[config.mk]
export PLATFORM = sky130hd
export DESIGN_NAME = isb_target
export DESIGN_NICKNAME = d
export VERILOG_FILES = /design/src/hw/isb_pkg.sv /design/src/hw/isb_fifo.sv /design/src/hw/isb_target.sv
export SDC_FILE = /design/constraint.sdc
export NUM_CORES = 1
export LEC_CHECK = 0
export BUFFER_PORTS_ARGS = -buffer_cell sky130_fd_sc_hd__buf_2
export CAP_MARGIN = 20
export CORE_MARGIN = 3
export CORE_UTILIZATION = 51
export DETAILED_ROUTE_END_ITERATION = 7
export PLACE_DENSITY = 0.71
export SETUP_SLACK_MARGIN = 0.4
export SLEW_MARGIN = 20
export SYNTH_ARGS = -nofsm -noshare
export SYNTH_HDL_FRONTEND = slang
export SYNTH_SLANG_ARGS = --single-unit
export TNS_END_PERCENT = 1
[constraint.sdc]
create_clock -name clock -period 5.6 [get_ports clock]
set_clock_uncertainty 0.1 [all_clocks]
set_input_delay 1.68 -clock clock [delete_from_list [all_inputs] [get_ports clock]]
set_output_delay 1.68 -clock clock [all_outputs]
set_load 0.005 [all_outputs]
[src/hw/isb_pkg.sv]
package isb_pkg;
  // two-wire byte-access target constants
  localparam int ISB_CODE_W = 4;          // control code width
  localparam int ISB_BLK_W = 3;           // block address width
  localparam int ISB_WORD_W = 8;          // word address width
  localparam int ISB_ADDR_W = ISB_BLK_W + ISB_WORD_W;
  localparam int ISB_DATA_W = 8;          // byte width
  localparam int ISB_FIFO_DEPTH = 8;      // write fifo depth
  localparam int ISB_BIT_CNT_W = 4;       // bit counter width
  localparam logic [3:0] ISB_LAST_BIT = 4'h7;  // index of eighth bit
  localparam logic [3:0] ISB_ACK_BIT = 4'h8;   // ninth clock slot
  localparam logic [3:0] ISB_CODE_DEF = 4'h1;  // default control code, arbitrary
  localparam int ISB_SYNC_STAGES = 3;     // pin synchroniser depth
  // bus decoder phases
  typedef enum logic [2:0] {
    ISB_IDLE,
    ISB_CTRL,
    ISB_WORD,
    ISB_DATA_IN,
    ISB_DATA_OUT,
    ISB_IGNORE
  } isb_state_e;
endpackage

[src/hw/isb_fifo.sv]
`timescale 1ns/100ps
`default_nettype none
// small synchronous fifo with valid/ready on both sides
module isb_fifo #(
  parameter int WIDTH = 19,
  parameter int DEPTH = 8
) (
  input wire logic clock,
  input wire logic reset,
  input wire logic in_valid,
  output logic in_ready,
  input wire logic [WIDTH-1:0] in_data,
  output logic out_valid,
  input wire logic out_ready,
  output logic [WIDTH-1:0] out_data
);
  localparam int PW = $clog2(DEPTH);
  logic [WIDTH-1:0] mem [DEPTH];  // storage
  logic [PW:0] wr_ptr;            // extra bit tells full from empty
  logic [PW:0] rd_ptr;
  logic push;
  logic pop;

  assign push = in_valid && in_ready;
  assign pop = out_valid && out_ready;
  assign in_ready = (wr_ptr - rd_ptr) != (PW+1)'(DEPTH);
  assign out_valid = wr_ptr != rd_ptr;
  assign out_data = mem[rd_ptr[PW-1:0]];

  // pointers
  always_ff @(posedge clock or posedge reset) begin
    if (reset) begin
      wr_ptr <= '0;
      rd_ptr <= '0;
    end else begin
      if (push) begin
        wr_ptr <= wr_ptr + 1'b1;
      end
      if (pop) begin
        rd_ptr <= rd_ptr + 1'b1;
      end
    end
  end

  // data array, no reset needed
  always_ff @(posedge clock) begin
    if (push) begin
      mem[wr_ptr[PW-1:0]] <= in_data;
    end
  end
endmodule
`default_nettype wire

[src/hw/isb_target.sv]
`timescale 1ns/100ps
`default_nettype none
module isb_target (
  input wire logic clock,
  input wire logic reset,
  input wire logic scl_in,                                 // serial clock pin
  input wire logic sda_in,                                 // serial data pin
  output logic sda_out,                                    // always low when driving
  output logic sda_oe_n,                                   // low while pulling sda
  input wire logic [isb_pkg::ISB_CODE_W-1:0] control_code, // programmed match value
  output logic wr_valid,                                   // write toward memory
  input wire logic wr_ready,
  output logic [isb_pkg::ISB_ADDR_W-1:0] wr_addr,
  output logic [isb_pkg::ISB_DATA_W-1:0] wr_data,
  output logic [isb_pkg::ISB_ADDR_W-1:0] rd_addr,          // memory read address
  input wire logic [isb_pkg::ISB_DATA_W-1:0] rd_data,      // combinational read data
  output logic busy                                        // inside a transaction
);
  import isb_pkg::*;

  localparam int FW = ISB_ADDR_W + ISB_DATA_W;

  // three-stage synchronisers; stage 1 read only by stage 2
  logic [ISB_SYNC_STAGES-1:0] scl_sync;
  logic [ISB_SYNC_STAGES-1:0] sda_sync;
  logic scl_q;  // filtered level
  logic sda_q;
  logic scl_rise;
  logic scl_fall;
  logic start_det;
  logic stop_det;

  isb_state_e state;
  logic [ISB_BIT_CNT_W-1:0] bit_cnt;         // 0..7 data, 8 ack slot
  logic [ISB_DATA_W-1:0] shreg;              // receive shifter
  logic [ISB_DATA_W-1:0] tx_byte;            // transmit shifter
  logic [ISB_BLK_W-1:0] block_address_bits;  // upper pointer bits
  logic [ISB_ADDR_W-1:0] pointer;            // internal address pointer
  logic ack_drive;                           // pulling sda for ack
  logic rd_bit;                              // read data bit on line
  logic rd_active;                           // read data phase driving
  logic [ISB_DATA_W-1:0] rx_full;            // byte including current bit
  logic fifo_in_ready;
  logic fifo_out_valid;
  logic [FW-1:0] fifo_out_data;
  logic push;

  // line synchronisers
  always_ff @(posedge clock or posedge reset) begin
    if (reset) begin
      scl_sync <= '1;
      sda_sync <= '1;
    end else begin
      scl_sync <= {scl_sync[ISB_SYNC_STAGES-2:0], scl_in};
      sda_sync <= {sda_sync[ISB_SYNC_STAGES-2:0], sda_in};
    end
  end

  // filtered levels: change only when stages two and three agree
  always_ff @(posedge clock or posedge reset) begin
    if (reset) begin
      scl_q <= 1'b1;
      sda_q <= 1'b1;
    end else begin
      if (scl_sync[1] == scl_sync[2]) begin
        scl_q <= scl_sync[2];
      end
      if (sda_sync[1] == sda_sync[2]) begin
        sda_q <= sda_sync[2];
      end
    end
  end

  // edges and bus conditions from the filtered levels
  assign scl_rise = (scl_sync[1] == scl_sync[2]) && scl_sync[2] && !scl_q;
  assign scl_fall = (scl_sync[1] == scl_sync[2]) && !scl_sync[2] && scl_q;
  assign start_det = scl_q && (sda_sync[1] == sda_sync[2]) && !sda_sync[2] && sda_q;
  assign stop_det = scl_q && (sda_sync[1] == sda_sync[2]) && sda_sync[2] && !sda_q;
  assign rx_full = {shreg[ISB_DATA_W-2:0], sda_q};
  assign push = (state == ISB_DATA_IN) && scl_fall && (bit_cnt == ISB_LAST_BIT)
    && fifo_in_ready;

  // bit counter: counts on falling scl, wraps after ack slot
  // preset to the ack slot so the fall that follows a start wraps to bit 0
  always_ff @(posedge clock or posedge reset) begin
    if (reset) begin
      bit_cnt <= '0;
    end else if (start_det || stop_det) begin
      bit_cnt <= ISB_ACK_BIT;
    end else if (scl_fall) begin
      bit_cnt <= (bit_cnt == ISB_ACK_BIT) ? '0 : bit_cnt + 1'b1;
    end
  end

  // receive shifter, msb first on rising scl
  always_ff @(posedge clock or posedge reset) begin
    if (reset) begin
      shreg <= '0;
    end else if (scl_rise && bit_cnt != ISB_ACK_BIT) begin
      shreg <= rx_full;
    end
  end

  // decoder state: byte decisions made at the falling edge ending bit 7; a read ends at the fall ending its ack slot
  always_ff @(posedge clock or posedge reset) begin
    if (reset) begin
      state <= ISB_IDLE;
    end else if (start_det) begin
      state <= ISB_CTRL;
    end else if (stop_det) begin
      state <= ISB_IDLE;
    end else if (scl_fall) begin
      unique case (state)
        ISB_IDLE, ISB_IGNORE: begin
          state <= state;
        end
        ISB_CTRL: begin
          if (bit_cnt == ISB_LAST_BIT) begin
            if (shreg[ISB_DATA_W-1 -: ISB_CODE_W] != control_code) begin
              state <= ISB_IGNORE;
            end else if (shreg[0]) begin
              state <= ISB_DATA_OUT;
            end else begin
              state <= ISB_WORD;
            end
          end
        end
        ISB_WORD: begin
          if (bit_cnt == ISB_LAST_BIT) begin
            state <= ISB_DATA_IN;
          end
        end
        ISB_DATA_IN: begin
          if (bit_cnt == ISB_LAST_BIT) begin
            // further bytes are ignored; the controller stops after one
            state <= ISB_IGNORE;
          end
        end
        ISB_DATA_OUT: begin
          // single-byte read; header ack slot passes, the nack slot ends it
          if (bit_cnt == ISB_ACK_BIT && !ack_drive) begin
            state <= ISB_IGNORE;
          end
        end
      endcase
    end
  end

  // block address and pointer
  always_ff @(posedge clock or posedge reset) begin
    if (reset) begin
      block_address_bits <= '0;
      pointer <= '0;
    end else if (scl_fall && bit_cnt == ISB_LAST_BIT) begin
      if (state == ISB_CTRL && shreg[ISB_DATA_W-1 -: ISB_CODE_W] == control_code) begin
        block_address_bits <= shreg[ISB_DATA_W-ISB_CODE_W-1 -: ISB_BLK_W];
      end
      if (state == ISB_WORD) begin
        pointer <= {block_address_bits, shreg};
      end
    end
  end

  // ack driver: matched header, word address, or accepted data byte
  always_ff @(posedge clock or posedge reset) begin
    if (reset) begin
      ack_drive <= 1'b0;
    end else if (start_det || stop_det) begin
      ack_drive <= 1'b0;
    end else if (scl_fall) begin
      if (bit_cnt == ISB_LAST_BIT) begin
        ack_drive <= (state == ISB_CTRL
          && shreg[ISB_DATA_W-1 -: ISB_CODE_W] == control_code)
          || state == ISB_WORD
          || (state == ISB_DATA_IN && fifo_in_ready);
      end else begin
        ack_drive <= 1'b0;
      end
    end
  end

  // read shifter: loaded at the fall that ends the header ack, shifted on the falls ending bits 0 to 6
  always_ff @(posedge clock or posedge reset) begin
    if (reset) begin
      tx_byte <= '0;
      rd_active <= 1'b0;
    end else if (start_det || stop_det) begin
      rd_active <= 1'b0;
    end else if (scl_fall) begin
      if (state == ISB_DATA_OUT && bit_cnt == ISB_ACK_BIT && ack_drive) begin
        tx_byte <= rd_data;  // header ack over, first bit goes out
        rd_active <= 1'b1;
      end else if (state == ISB_DATA_OUT && bit_cnt == ISB_LAST_BIT) begin
        rd_active <= 1'b0;  // release for the controller's nack
      end else if (rd_active) begin
        tx_byte <= {tx_byte[ISB_DATA_W-2:0], 1'b1};  // msb first
      end
    end
  end

  assign rd_bit = tx_byte[ISB_DATA_W-1];

  // pin drive: open drain, only ever pulls low
  always_ff @(posedge clock or posedge reset) begin
    if (reset) begin
      sda_oe_n <= 1'b1;
      sda_out <= 1'b0;
    end else begin
      sda_out <= 1'b0;
      sda_oe_n <= !(ack_drive || (rd_active && !rd_bit));
    end
  end

  // registered side outputs
  always_ff @(posedge clock or posedge reset) begin
    if (reset) begin
      rd_addr <= '0;
      busy <= 1'b0;
    end else begin
      rd_addr <= pointer;
      busy <= state != ISB_IDLE;
    end
  end

  // data byte enters the fifo at its ack, before any stop
  isb_fifo #(.WIDTH(FW), .DEPTH(ISB_FIFO_DEPTH)) u_fifo (
    .clock(clock),
    .reset(reset),
    .in_valid(push),
    .in_ready(fifo_in_ready),
    .in_data({pointer, shreg}),  // shreg holds the whole byte by this fall
    .out_valid(fifo_out_valid),
    .out_ready(wr_ready || !wr_valid),
    .out_data(fifo_out_data)
  );

  // output stage register so outputs come from flops
  always_ff @(posedge clock or posedge reset) begin
    if (reset) begin
      wr_valid <= 1'b0;
      wr_addr <= '0;
      wr_data <= '0;
    end else if (wr_ready || !wr_valid) begin
      wr_valid <= fifo_out_valid;
      wr_addr <= fifo_out_data[FW-1 -: ISB_ADDR_W];
      wr_data <= fifo_out_data[ISB_DATA_W-1:0];
    end
  end
endmodule
`default_nettype wire
## Word level (Yosys, flattened, before mapping)

Memory sizes are Yosys's and may differ from the RTL's. A register that Yosys moved wholly into a read port is not among the register bits.
Cells that the tools add are included.

| cells by class | value |
|---|---|
| add/sub/neg operators | 4 |
| equal/unequal tests | 20 |
| muxes and demuxes | 25 |
| bitwise logic cells | 1 |
| reductions and logical operators | 48 |

Operator list:

| operator | number |
|---|---|
| 2-to-1 mux 3 bit | 9 |
| 2-to-1 mux 8 bit | 3 |
| logical AND 1 bit | 23 |
| inequality test 4 bit, second input constant | 5 |
| adder 4 x 1 -> 4 bit, second input constant | 3 |
| 2-to-1 mux 4 bit | 3 |
| one-hot mux 3 bit (4 select lines) | 1 |
| 2-to-1 mux 1 bit | 9 |
| nonzero test 3 bit | 3 |
| zero test 1 bit | 8 |
| inequality test 4 bit | 2 |
| == test 3 x 2 -> 1 bit, second input constant | 2 |
| == test 3 bit, second input constant | 2 |
| AND reduction 2 bit | 3 |
| AND reduction 6 bit | 1 |
| logical OR 1 bit | 5 |
| == test 4 x 3 -> 1 bit, second input constant | 1 |
| == test 4 bit | 1 |
| == test 4 bit, second input constant | 1 |
| inequality test 4 x 3 -> 1 bit, second input constant | 1 |
| AND reduction 4 bit | 1 |
| nonzero test 2 bit | 2 |
| subtractor 4 bit | 1 |
| == test 3 x 1 -> 1 bit, second input constant | 1 |
| 6 further kinds | 7 |

| word-level totals | value |
|---|---|
| register bits | 69 |
| memory bits (writable) | 152 |
| bits of input ports | 17 |
| output and inout bits | 34 |
| word-level logic and storage cells | 117 |
| memories kept | 1 |

Memory list:

| name | words | width | rd ports | clocked after memory_dff | write ports | RTL line | text |
|---|---|---|---|---|---|---|---|
| u_fifo.mem | 8 | 19 | 1 | 1 | 1 | isb_fifo.sv:18 | `logic [WIDTH-1:0] mem [DEPTH];` |

## Logic depth before layout (Yosys ltp)

Gate-level depths: netlist (run 1).

| logic depth | value |
|---|---|
| depth in word-level cells | 9 |
| gate-level depth with buffers | 9 |
| gate-level depth less buffers | 7 |

## By module

Synthesis (run 1) repeated with hierarchy kept, for this count alone.

| unflattened totals | value |
|---|---|
| cells, all modules | 566 |
| area total of the unflattened synthesis | 9571.7 um^2 |

Modules (own cells, without submodules):

| module | times used | cells each | area each (um^2) | seq. area each (um^2) |
|---|---|---|---|---|
| isb_fifo | 1 | 314 | 6253.5 | 4764.6 |
| isb_target | 1 | 252 | 3318.2 | 2013.2 |

## Worst setup path after synthesis (run 1)

Ideal clock, no wire load.

| path | value |
|---|---|
| path type | reg2reg |
| start point | reg u_fifo.rd_ptr[2] |
| end point | mem u_fifo.mem[4][0], enable pin |
| library setup time | 451 ps |
| arrival | 3804 ps |
| data required time | 5049 ps |
| path slack | 1246 ps |
| stages on the path, launching flop included | 7 |
| buffers on the path | 1 |
| clock period less this slack | 4354 ps |
| path through | dfrtp_1 > inv_1 > clkbuf_1 > ha_1 > a21oi_1 > o2111ai_4 > nor4b_1 |

| on the way | value |
|---|---|
| word-level cells in the longest chain between the ends | 6 |

Ends and longest elaborated chain:

| item | RTL line | text |
|---|---|---|
| from (decl) | isb_fifo.sv:20 | `logic [PW:0] rd_ptr;` |
| from (signal assigned) | isb_fifo.sv:40 | `rd_ptr <= rd_ptr + 1'b1;` |
| subtractor 4 bit (*) | isb_fifo.sv:26 | `assign in_ready = (wr_ptr - rd_ptr) != (PW+1)'(DEPTH);` |
| inequality test 4 bit (*) | isb_fifo.sv:26 |  |
| logical AND 1 bit | isb_target.sv:81 | `&& fifo_in_ready;` |
| logical AND 1 bit (*) | isb_fifo.sv:24 | `assign push = in_valid && in_ready;` |
| 2-to-1 mux 1 bit (*) | isb_fifo.sv:47 | `if (push) begin` |
| 2-to-1 mux 1 bit (implied by the code) (*) | isb_fifo.sv:48 | `mem[wr_ptr[PW-1:0]] <= in_data;` |
| to (decl) | isb_fifo.sv:18 |  |

Mark *: on every way between the ends. The rest lies on a longest branch, timed or not.

## Worst setup path in the final report (run 1)

| path | value |
|---|---|
| start point | reg u_fifo.rd_ptr[1] |
| end point | mem u_fifo.mem[5][12], enable pin |

Same word-level chain as after synthesis.

==> impl_metrics.toml, run 1 <==
[cells_and_area]
n_antenna_cell = 0
area_growth_pct = 14.8
layout_common_cells = "152 x edfxtp_1, 78 x dfrtp_1, 49 x buf_2"
nets = 620
drive_gt1_share_pct = 31.5
layout_commonest_cell = "edfxtp_1"

[worst_setup_path]
path_cells = "buf_4, inv_1, ha_1, or4b_1, or3_4, o2111ai_4, or2_1, nor3b_2, buf_4"
required_ps = 5740
slowest_stage = "or4b_1"
path_buf_inv = 3
worstSetupPathDepth = 9
crit_family = "simple AND/OR/NAND/NOR gates"
worstReg2RegStart = "u_fifo.rd_ptr[1]"
worst_path_most_repeated_cell = "buf_4"
critPathKind = "flip-flop to flip-flop"
start_kind = "flip-flop"
worstPathMaxFanout = 41
cp.arrival_ps = 3360
crit_path_end_kind = "flip-flop"
crit_start = "u_fifo.rd_ptr[1]"
max_stage_delay_ps = 510
reg2regPathDepth = 9

[synthesis]
yosysWarnings = 0
synth-main-ff-cell = "edfxtp_1"
async_flop_share_pct = 36.7
ys_seq_elements = 240
syn_inst = 528
synth_nets = 554
synth_edf_count = 152
avgSynthCellArea_um2 = 17.8
synth_cell_types = 61
syn_area_um2 = 9400
seq_area_frac_synth_pct = 72.1

[die]
die-area_um2 = 20100
die_width_um = 142
initial_utilization_pct = 52.1
ios = 51
std_cell_rows = 49
core_area_um2 = 18000
dieHeight_um = 142

[route]
drtIter0Drc = 302
highest_layer = "met4"
drt-pass1-iter-count = 4
wire_per_inst_um = 20.5
dr_wl_met3_um = 1010
final_antenna_net_count = 0
routed_wl_um = 17300
drc = 0
vias_per_cell = 5.64
dr_total_vias = 4747
wl_met2_um = 8390
wl_met1_um = 7420

[timing]
period_share_pct = 57.6
final_max_slew_viol_count = 0
max_slew_margin_pct = 46.2
rsz0062_at_grt = "no"
hold_viol_final = 0
finalCriticalPeriod_ps = 3220
holdWs_ps = 254
setup_viol_count_final = 0
setup_tns_ps = 0
max_freq_ghz = 0.310
worst_slew_pin_slew_ps = 807

[clocking]
cts.sinks = 240
clk_pin_slew_ps = 60
clk_path_buf_depth = 3
cts.htree.levels = 1
ctsHoldBuffers = 0
cts_buffers = 24
cts_root_buf = "clkbuf_16"
cts_tree = "yes"
clkLatencyLatePin_ps = 500
cts-resized-gates = 0
post-cts-setup-buffer-count = 0

[hold_path]
hp-class = "flip-flop to flip-flop"
whs_path_depth = 0
min_from = "sda_sync[0]"

[placed_design]
portBuffers = 49
place.detailed.hpwl_um = 10800
gp_congestion = 0.784

[global_routing]
grt_pass1_wl_um = 28200
track_usage_pct = 18.1
grt_antenna_before_repair = 0
grt_pass1_vias = 5032
grt_max_degree = 56
gr-total-overflow = 0

[power]
p_leak_nw = 4.23
powerDensity_nw_per_um2 = 442
peakVddDrop_v = 0.000356
power.total_mw = 4.77

[job]
maxCapViolations = 0

[outcome]
outcome = "finished clean"
[metrics by stage]
stage,utilization (%),setup WS [ps],cells,cell area [µm²]
final,59.9,2380,841,10800
after global routing,59.9,2140,841,10800
after CTS,59.9,2290,841,10800
after detailed placement,55.3,2270,797,9960
after global placement,55.3,2340,797,9960
after floorplan,-,1250,528,9400
[power by group]
group	switching [mW]	internal, mW	leakage (nW)	total (mW)
logic	0.466	0.436	1.30	0.902
registers	0.164	2.06	2.52	2.23
clock network	0.634	1.01	0.408	1.65
[Yosys cell counts, drive strengths merged, types with 2 or more instances]
master | n | area share, %
edfxtp | 152 | 49
dfrtp | 79 | 21
mux4 | 38 | 9.1
nand2 | 30 | 1.2
mux2i | 27 | 2.9
mux2 | 23 | 2.8
o21ai | 22 | 1.2
nor2 | 19 | 0.76
a21oi | 17 | 1.0
buf | 12 | 0.79
inv | 12 | 0.48
clkbuf | 10 | 0.40
dfstp | 9 | 2.5
ha | 9 | 1.2
xor2 | 8 | 0.75
nand3 | 6 | 0.37
nor3 | 6 | 0.37
and3 | 5 | 0.33
nor3b | 4 | 0.37
nor2b | 3 | 0.20
xnor2 | 3 | 0.28
a211o | 2 | 0.19
a31oi | 2 | 0.13
and3b | 2 | 0.19
nor4 | 2 | 0.20
nor4b | 2 | 0.19
o31ai | 2 | 0.21
or2 | 2 | 0.13
or3 | 2 | 0.19
[cell families after synthesis]
logic type / count (synthesis) / share of synthesized area (%)
mux: 88 / 14.8
xor+xnor: 11 / 1.03
simple gates: 93 / 5.42
other cells: 1 / 0.0399
buf+inv: 34 / 1.66
compound gates: 51 / 3.66
flops: 240 / 72.1
fa+ha+maj: 10 / 1.30
[path summary, 6_finish.rpt]
check | slack, ps | to
min in group asynchronous | 1170 | rd_addr[4]
worst min-delay path | 250 | sda_sync[1]
worst max-delay path | 2380 | u_fifo.mem[5][12]
worst max register to register | 2380 | u_fifo.mem[5][12]
worst min register to register | 250 | sda_sync[1]
max in group asynchronous | 3300 | sda_oe_n
[sequential cells by signal, indices dropped and copies added, names as in the netlist, 4 cells and up]
signal	count
u_fifo.mem	152
wr_addr	11
u_fifo.wr_ptr	4
pointer	11
u_fifo.rd_ptr	4
wr_data	8
rd_addr	11
bit_cnt	4
tx_byte	8
shreg	8
[per-layer routing]
layer / vias to the layer above / track usage [%]
met5: - / 0
met4: 0 / 4.95
met3: 30 / 2.63
met2: 131 / 29.6
met1: 2424 / 25.9
li1: 2162 / -
[layout make-up]
class	count	area [µm²]
multi-input combinational	254	2510
clock buffer	34	699
fill	1314	7230
timing repair buffer	62	343
clock inverter	10	133
inverter	12	47.5
tap	229	287
sequential	240	6780
[worst reg2reg max path, cell delays in order (launching register included)]
cell and delay, ps:
dfrtp_1 330, buf_4 490, inv_1 150, ha_1 250
or4b_1 510, or3_4 350, o2111ai_4 230, or2_1 250
nor3b_2 70, buf_4 230
Power figures use the tool's default switching activity.
==> run 2: changes to the inputs <==
Settings changed: ABC_AREA set to 1.
Clock period 5.6 ns to 3.3 ns, I/O delays scaled along.
==> impl_metrics.toml, run 2 <==
[global_routing]
grt_pass1_vias = 5994
grt_pass1_wl_um = 31100
gr-total-overflow = 0
grt_max_degree = 79
track_usage_pct = 19.2
grt_antenna_before_repair = 0

[power]
p_seq_share_pct = 44.3
peakVddDrop_v = 0.000557
powerDensity_nw_per_um2 = 785
p_leak_nw = 4.32
switching_share_pct = 32.2
p_int_mw = 5.85
pwr-share-clk_pct = 31.4
combPwrFrac_pct = 24.3
p_sw_mw = 2.78

[worst_setup_path]
path_cells = "ha_1, nand2_1, nand2_1, inv_1, nand2_1, nand2_1, nand3_1, nand4_1, nor2_2, buf_4"
crit_path_end_kind = "flip-flop"
slowest_stage = "dfrtp_1"
crit_family = "simple AND/OR/NAND/NOR gates"
cp.arrival_ps = 2530
start_kind = "flip-flop"
worst_path_most_repeated_cell = "nand2_1"
max_stage_delay_ps = 440
required_ps = 3420
path_buf_inv = 2
worstPathMaxFanout = 15
worstReg2RegStart = "u_fifo.wr_ptr[1]"
worstSetupPathDepth = 10
crit_start = "u_fifo.wr_ptr[1]"
critPathKind = "flip-flop to flip-flop"
reg2regPathDepth = 10

[timing]
rsz0062_at_grt = "no"
hold_viol_final = 0
period_share_pct = 73.1
worst_slack_ps = 889
max_slew_margin_pct = 51.1
final_max_slew_viol_count = 0
finalCriticalPeriod_ps = 2410
worst_slew_pin_slew_ps = 733
setup_viol_count_final = 0
setup_tns_ps = 0
max_freq_ghz = 0.415

[placed_design]
portBuffers = 49
place_ws_ps = 892
place.detailed.hpwl_um = 12100
gp_congestion = 0.894

[synthesis]
ys_seq_elements = 240
synth_edf_count = 152
async_flop_share_pct = 36.7
synthTopCellsByCount = "152 x edfxtp_1, 126 x nor2_1, 119 x o21ai_0"
avgSynthCellArea_um2 = 11.7
synth_cell_types = 37
synth-main-ff-cell = "edfxtp_1"
syn_area_um2 = 9640
synth_top_cell_by_area = "edfxtp_1"
yosysWarnings = 0
synth_nets = 850
syn_inst = 824
seq_area_frac_synth_pct = 70.3
synth_top_area_share_pct = 47.3
synth_most_common_cell = "edfxtp_1"
synth_area_leaders = "edfxtp_1 47%, dfrtp_1 21%, o21ai_0 6.2%"

[cells_and_area]
area_growth_pct = 14.2
n_antenna_cell = 0
drive_gt1_share_pct = 16.7
largest_reg_flops = 152
layout_commonest_cell = "edfxtp_1"
nets = 910
layout_common_cells = "152 x edfxtp_1, 119 x nor2_1, 119 x o21ai_0"

[clocking]
cts_buffers = 26
clkLatencyLatePin_ps = 520
clk_pin_slew_ps = 60
clk_path_buf_depth = 3
cts_tree = "yes"
cts_root_buf = "clkbuf_16"
cts.htree.levels = 1
ctsHoldBuffers = 0
post-cts-setup-buffer-count = 0
cts-resized-gates = 0
cts.sinks = 240

[hold_path]
min_from = "sda_sync[0]"
hp-class = "flip-flop to flip-flop"
whs_path_depth = 0

[die]
initial_utilization_pct = 52.8
ios = 51
dieHeight_um = 143
die_width_um = 143
die-area_um2 = 20600
std_cell_rows = 49
core_area_um2 = 18300

[route]
vias_per_cell = 5.39
drt-pass1-iter-count = 5
dr_total_vias = 6104
drc = 0
drtIter0Drc = 480
wire_per_inst_um = 17.2
final_antenna_net_count = 0
routed_wl_um = 19500

[outcome]
outcome = "finished clean"

[job]
maxCapViolations = 0
## run 2: worst paths after layout
path | slack, ps | endpoint
worst min-delay path | 260 | sda_sync[1]
min in group asynchronous | 350 | wr_addr[8]
max in group asynchronous | 2080 | scl_sync[2]
worst min register to register | 260 | sda_sync[1]
worst max register to register | 890 | u_fifo.mem[6][13]
worst max-delay path | 890 | u_fifo.mem[6][13]
## run 2: cell families after synthesis
kind of cell	count (synthesis)	synth area share [%]
flops	240	70.3
mux	4	0.467
simple gates	278	12.3
compound gates	192	11.0
fa+ha+maj	9	1.17
other cells	1	0.0389
xor+xnor	7	0.636
buf+inv	93	4.05
## run 2: final cells by class
| type | instances | area, µm² |
|---|---|---|
| Clock buffer | 33 | 677 |
| Clock inverter | 15 | 135 |
| Fill cell | 1463 | 7260 |
| Inverter | 57 | 220 |
| Multi-Input combinational cell | 491 | 2490 |
| Sequential cell | 240 | 6780 |
| Tap cell | 229 | 287 |
| Timing Repair Buffer | 68 | 413 |
## run 2: power groups by stage
| stage | combinational, mW | clock, mW | sequential [mW] |
|---|---|---|---|
| 2_1_floorplan | 1.48 | 0 | 3.80 |
| 3_3_place_gp | 2.07 | 0 | 3.86 |
| 3_5_place_dp | 2.10 | 0 | 3.88 |
| 4_1_cts | 2.12 | 2.76 | 3.82 |
| 5_1_grt | 2.39 | 2.89 | 3.86 |
| 6_report | 2.10 | 2.71 | 3.82 |
## run 2: worst reg2reg max path, stage by stage (launching register included)
cell and delay (ps):
dfrtp_1 440, ha_1 320, nand2_1 50, nand2_1 60, inv_1 40, nand2_1 50
nand2_1 40, nand3_1 130, nand4_1 270, nor2_2 310, buf_4 290
## run 2: through the flow
stage | std cells | power, mW | hold slack [ps] | instance area, µm² | utilization (%)
2_1_floorplan | 824 | 5.28 | 245 | 9640 | -
3_3_place_gp | 1085 | 5.93 | 247 | 10200 | 55.8
3_5_place_dp | 1085 | 5.98 | 248 | 10200 | 55.8
4_1_cts | 1133 | 8.70 | 256 | 11000 | 60.2
5_1_grt | 1133 | 9.15 | 262 | 11000 | 60.2
6_report | 1133 | 8.64 | 256 | 11000 | 60.2
## run 2: per-layer routing
layer	track usage, %	up-vias	routed length [µm]
li1	-	2981	-
met2	31.2	171	9090
met1	26.9	2917	8750
met5	0	-	0
met3	3.16	35	1080
met4	6.14	0	535
==> run 3: changes to the inputs <==
Clock period 3.3 ns to 2.5 ns, I/O delays scaled along.
==> impl_metrics.toml, run 3 (synthesis results as in run 2) <==
[outcome]
outcome = "finished clean"

[cells_and_area]
instances_no_fill = 1138
nets = 917
drive_gt1_share_pct = 18.2
layout_common_cells = "152 x edfxtp_1, 119 x nor2_1, 119 x o21ai_0"
area_growth_pct = 16.1
largest_reg_flops = 152
layout_commonest_cell = "edfxtp_1"
n_antenna_cell = 0
design_area_um2 = 11200
finalCoreUtilization_pct = 61.3

[worst_setup_path]
cp.arrival_ps = 2240
crit_path_end_kind = "flip-flop"
critPathKind = "flip-flop to flip-flop"
required_ps = 2630
start_kind = "flip-flop"
worstReg2RegStart = "u_fifo.rd_ptr[1]"
worstPathMaxFanout = 5
crit_start = "u_fifo.rd_ptr[1]"

[job]
maxCapViolations = 0

[global_routing]
grt_max_degree = 89
grt_pass1_wl_um = 32000
grt_pass1_vias = 6085
track_usage_pct = 19.8
gr-total-overflow = 0
grt_antenna_before_repair = 0

[hold_path]
min_from = "scl_in"
hp-class = "primary input to flip-flop"

[placed_design]
gp_congestion = 0.848
portBuffers = 49
place_area_um2 = 10300
place.detailed.hpwl_um = 12300
placed_cells = 1085

[clocking]
cts_tree = "yes"
cts_root_buf = "clkbuf_16"
cts_buffers = 25
clk_path_buf_depth = 3
clk_pin_slew_ps = 60
clkLatencyLatePin_ps = 520
cts.sinks = 240
ctsHoldBuffers = 0
cts.htree.levels = 1

[power]
peakVddDrop_v = 0.000615
p_leak_nw = 4.35
powerDensity_nw_per_um2 = 1010
power.total_mw = 11.3

[die]
std_cell_rows = 49
ios = 51
core_area_um2 = 18300
dieHeight_um = 143
die_width_um = 143
die-area_um2 = 20600
initial_utilization_pct = 52.8

[timing]
setup_viol_count_final = 0
hold_viol_final = 0
finalCriticalPeriod_ps = 2100
rsz0062_at_grt = "yes"
worst_slew_pin_slew_ps = 553
period_share_pct = 84.1
max_slew_margin_pct = 63.1
max_freq_ghz = 0.475
final_max_slew_viol_count = 0
holdWs_ps = 242

[route]
dr_total_vias = 6261
routed_wl_um = 20100
drtIter0Drc = 533
final_antenna_net_count = 0
wire_per_inst_um = 17.7
vias_per_cell = 5.50
drt-pass1-iter-count = 5
drc = 0
-- run 3: layout make-up --
cell class / count / area [µm²]
clock inverter: 9 / 58.8
fill: 1431 / 7080
tap: 229 / 287
inverter: 57 / 224
sequential: 240 / 6780
clock buffer: 36 / 687
multi-input combinational: 491 / 2550
timing repair buffer: 76 / 608
-- run 3: repair_timing --
action,4_1_cts,5_1_grt
cloned,1,2
gates resized for setup,5,6
pin swaps,1,5
setup endpoints to repair,133,169
buffers inserted,4,1
-- run 3: power by group --
| group | switching [mW] | leakage [nW] | internal [mW] |
|---|---|---|---|
| logic | 1.86 | 1.56 | 0.973 |
| registers | 0.387 | 2.42 | 4.67 |
| clock network | 1.45 | 0.366 | 1.92 |
-- run 3: worst max-delay path, stage by stage (launching register included) --
cell       delay, ps
dfrtp_1          390
inv_4             50
ha_4             250
nand2_1           40
nand2_1           80
inv_1             60
nand2_2           60
nand2_2           60
nand3_2           70
nand4_1          110
buf_6            160
nor2_4           200
clkbuf_16        200
-- run 3: through the flow --
stage                     setup TNS, ps  setup slack, ps
final                                 0              397
after global routing                  0              269
after CTS                             0              362
after detailed placement              0              211
after global placement                0              300
after floorplan                  -27710             -233
-- run 3: worst paths after layout --
kind                            depth (start not counted)  slack, ps          endpoint
worst min register to register                          0        260       sda_sync[1]
worst min-delay path                                    1        240       scl_sync[0]
worst max register to register                         12        400  u_fifo.mem[0][3]
min in group asynchronous                               3        280        wr_addr[9]
worst max-delay path                                   12        400  u_fifo.mem[0][3]
max in group asynchronous                               3       1640  u_fifo.wr_ptr[1]
-- run 3: per-layer routing --
layer  global-route usage [%]  part of all wire [%]  vias up
met2                     32.2                    47      201
met3                     3.66                   6.4       36
met1                     28.1                    44     3021
met4                     4.51                   2.3        0
li1                         -                     -     3003
met5                        0                     0        -
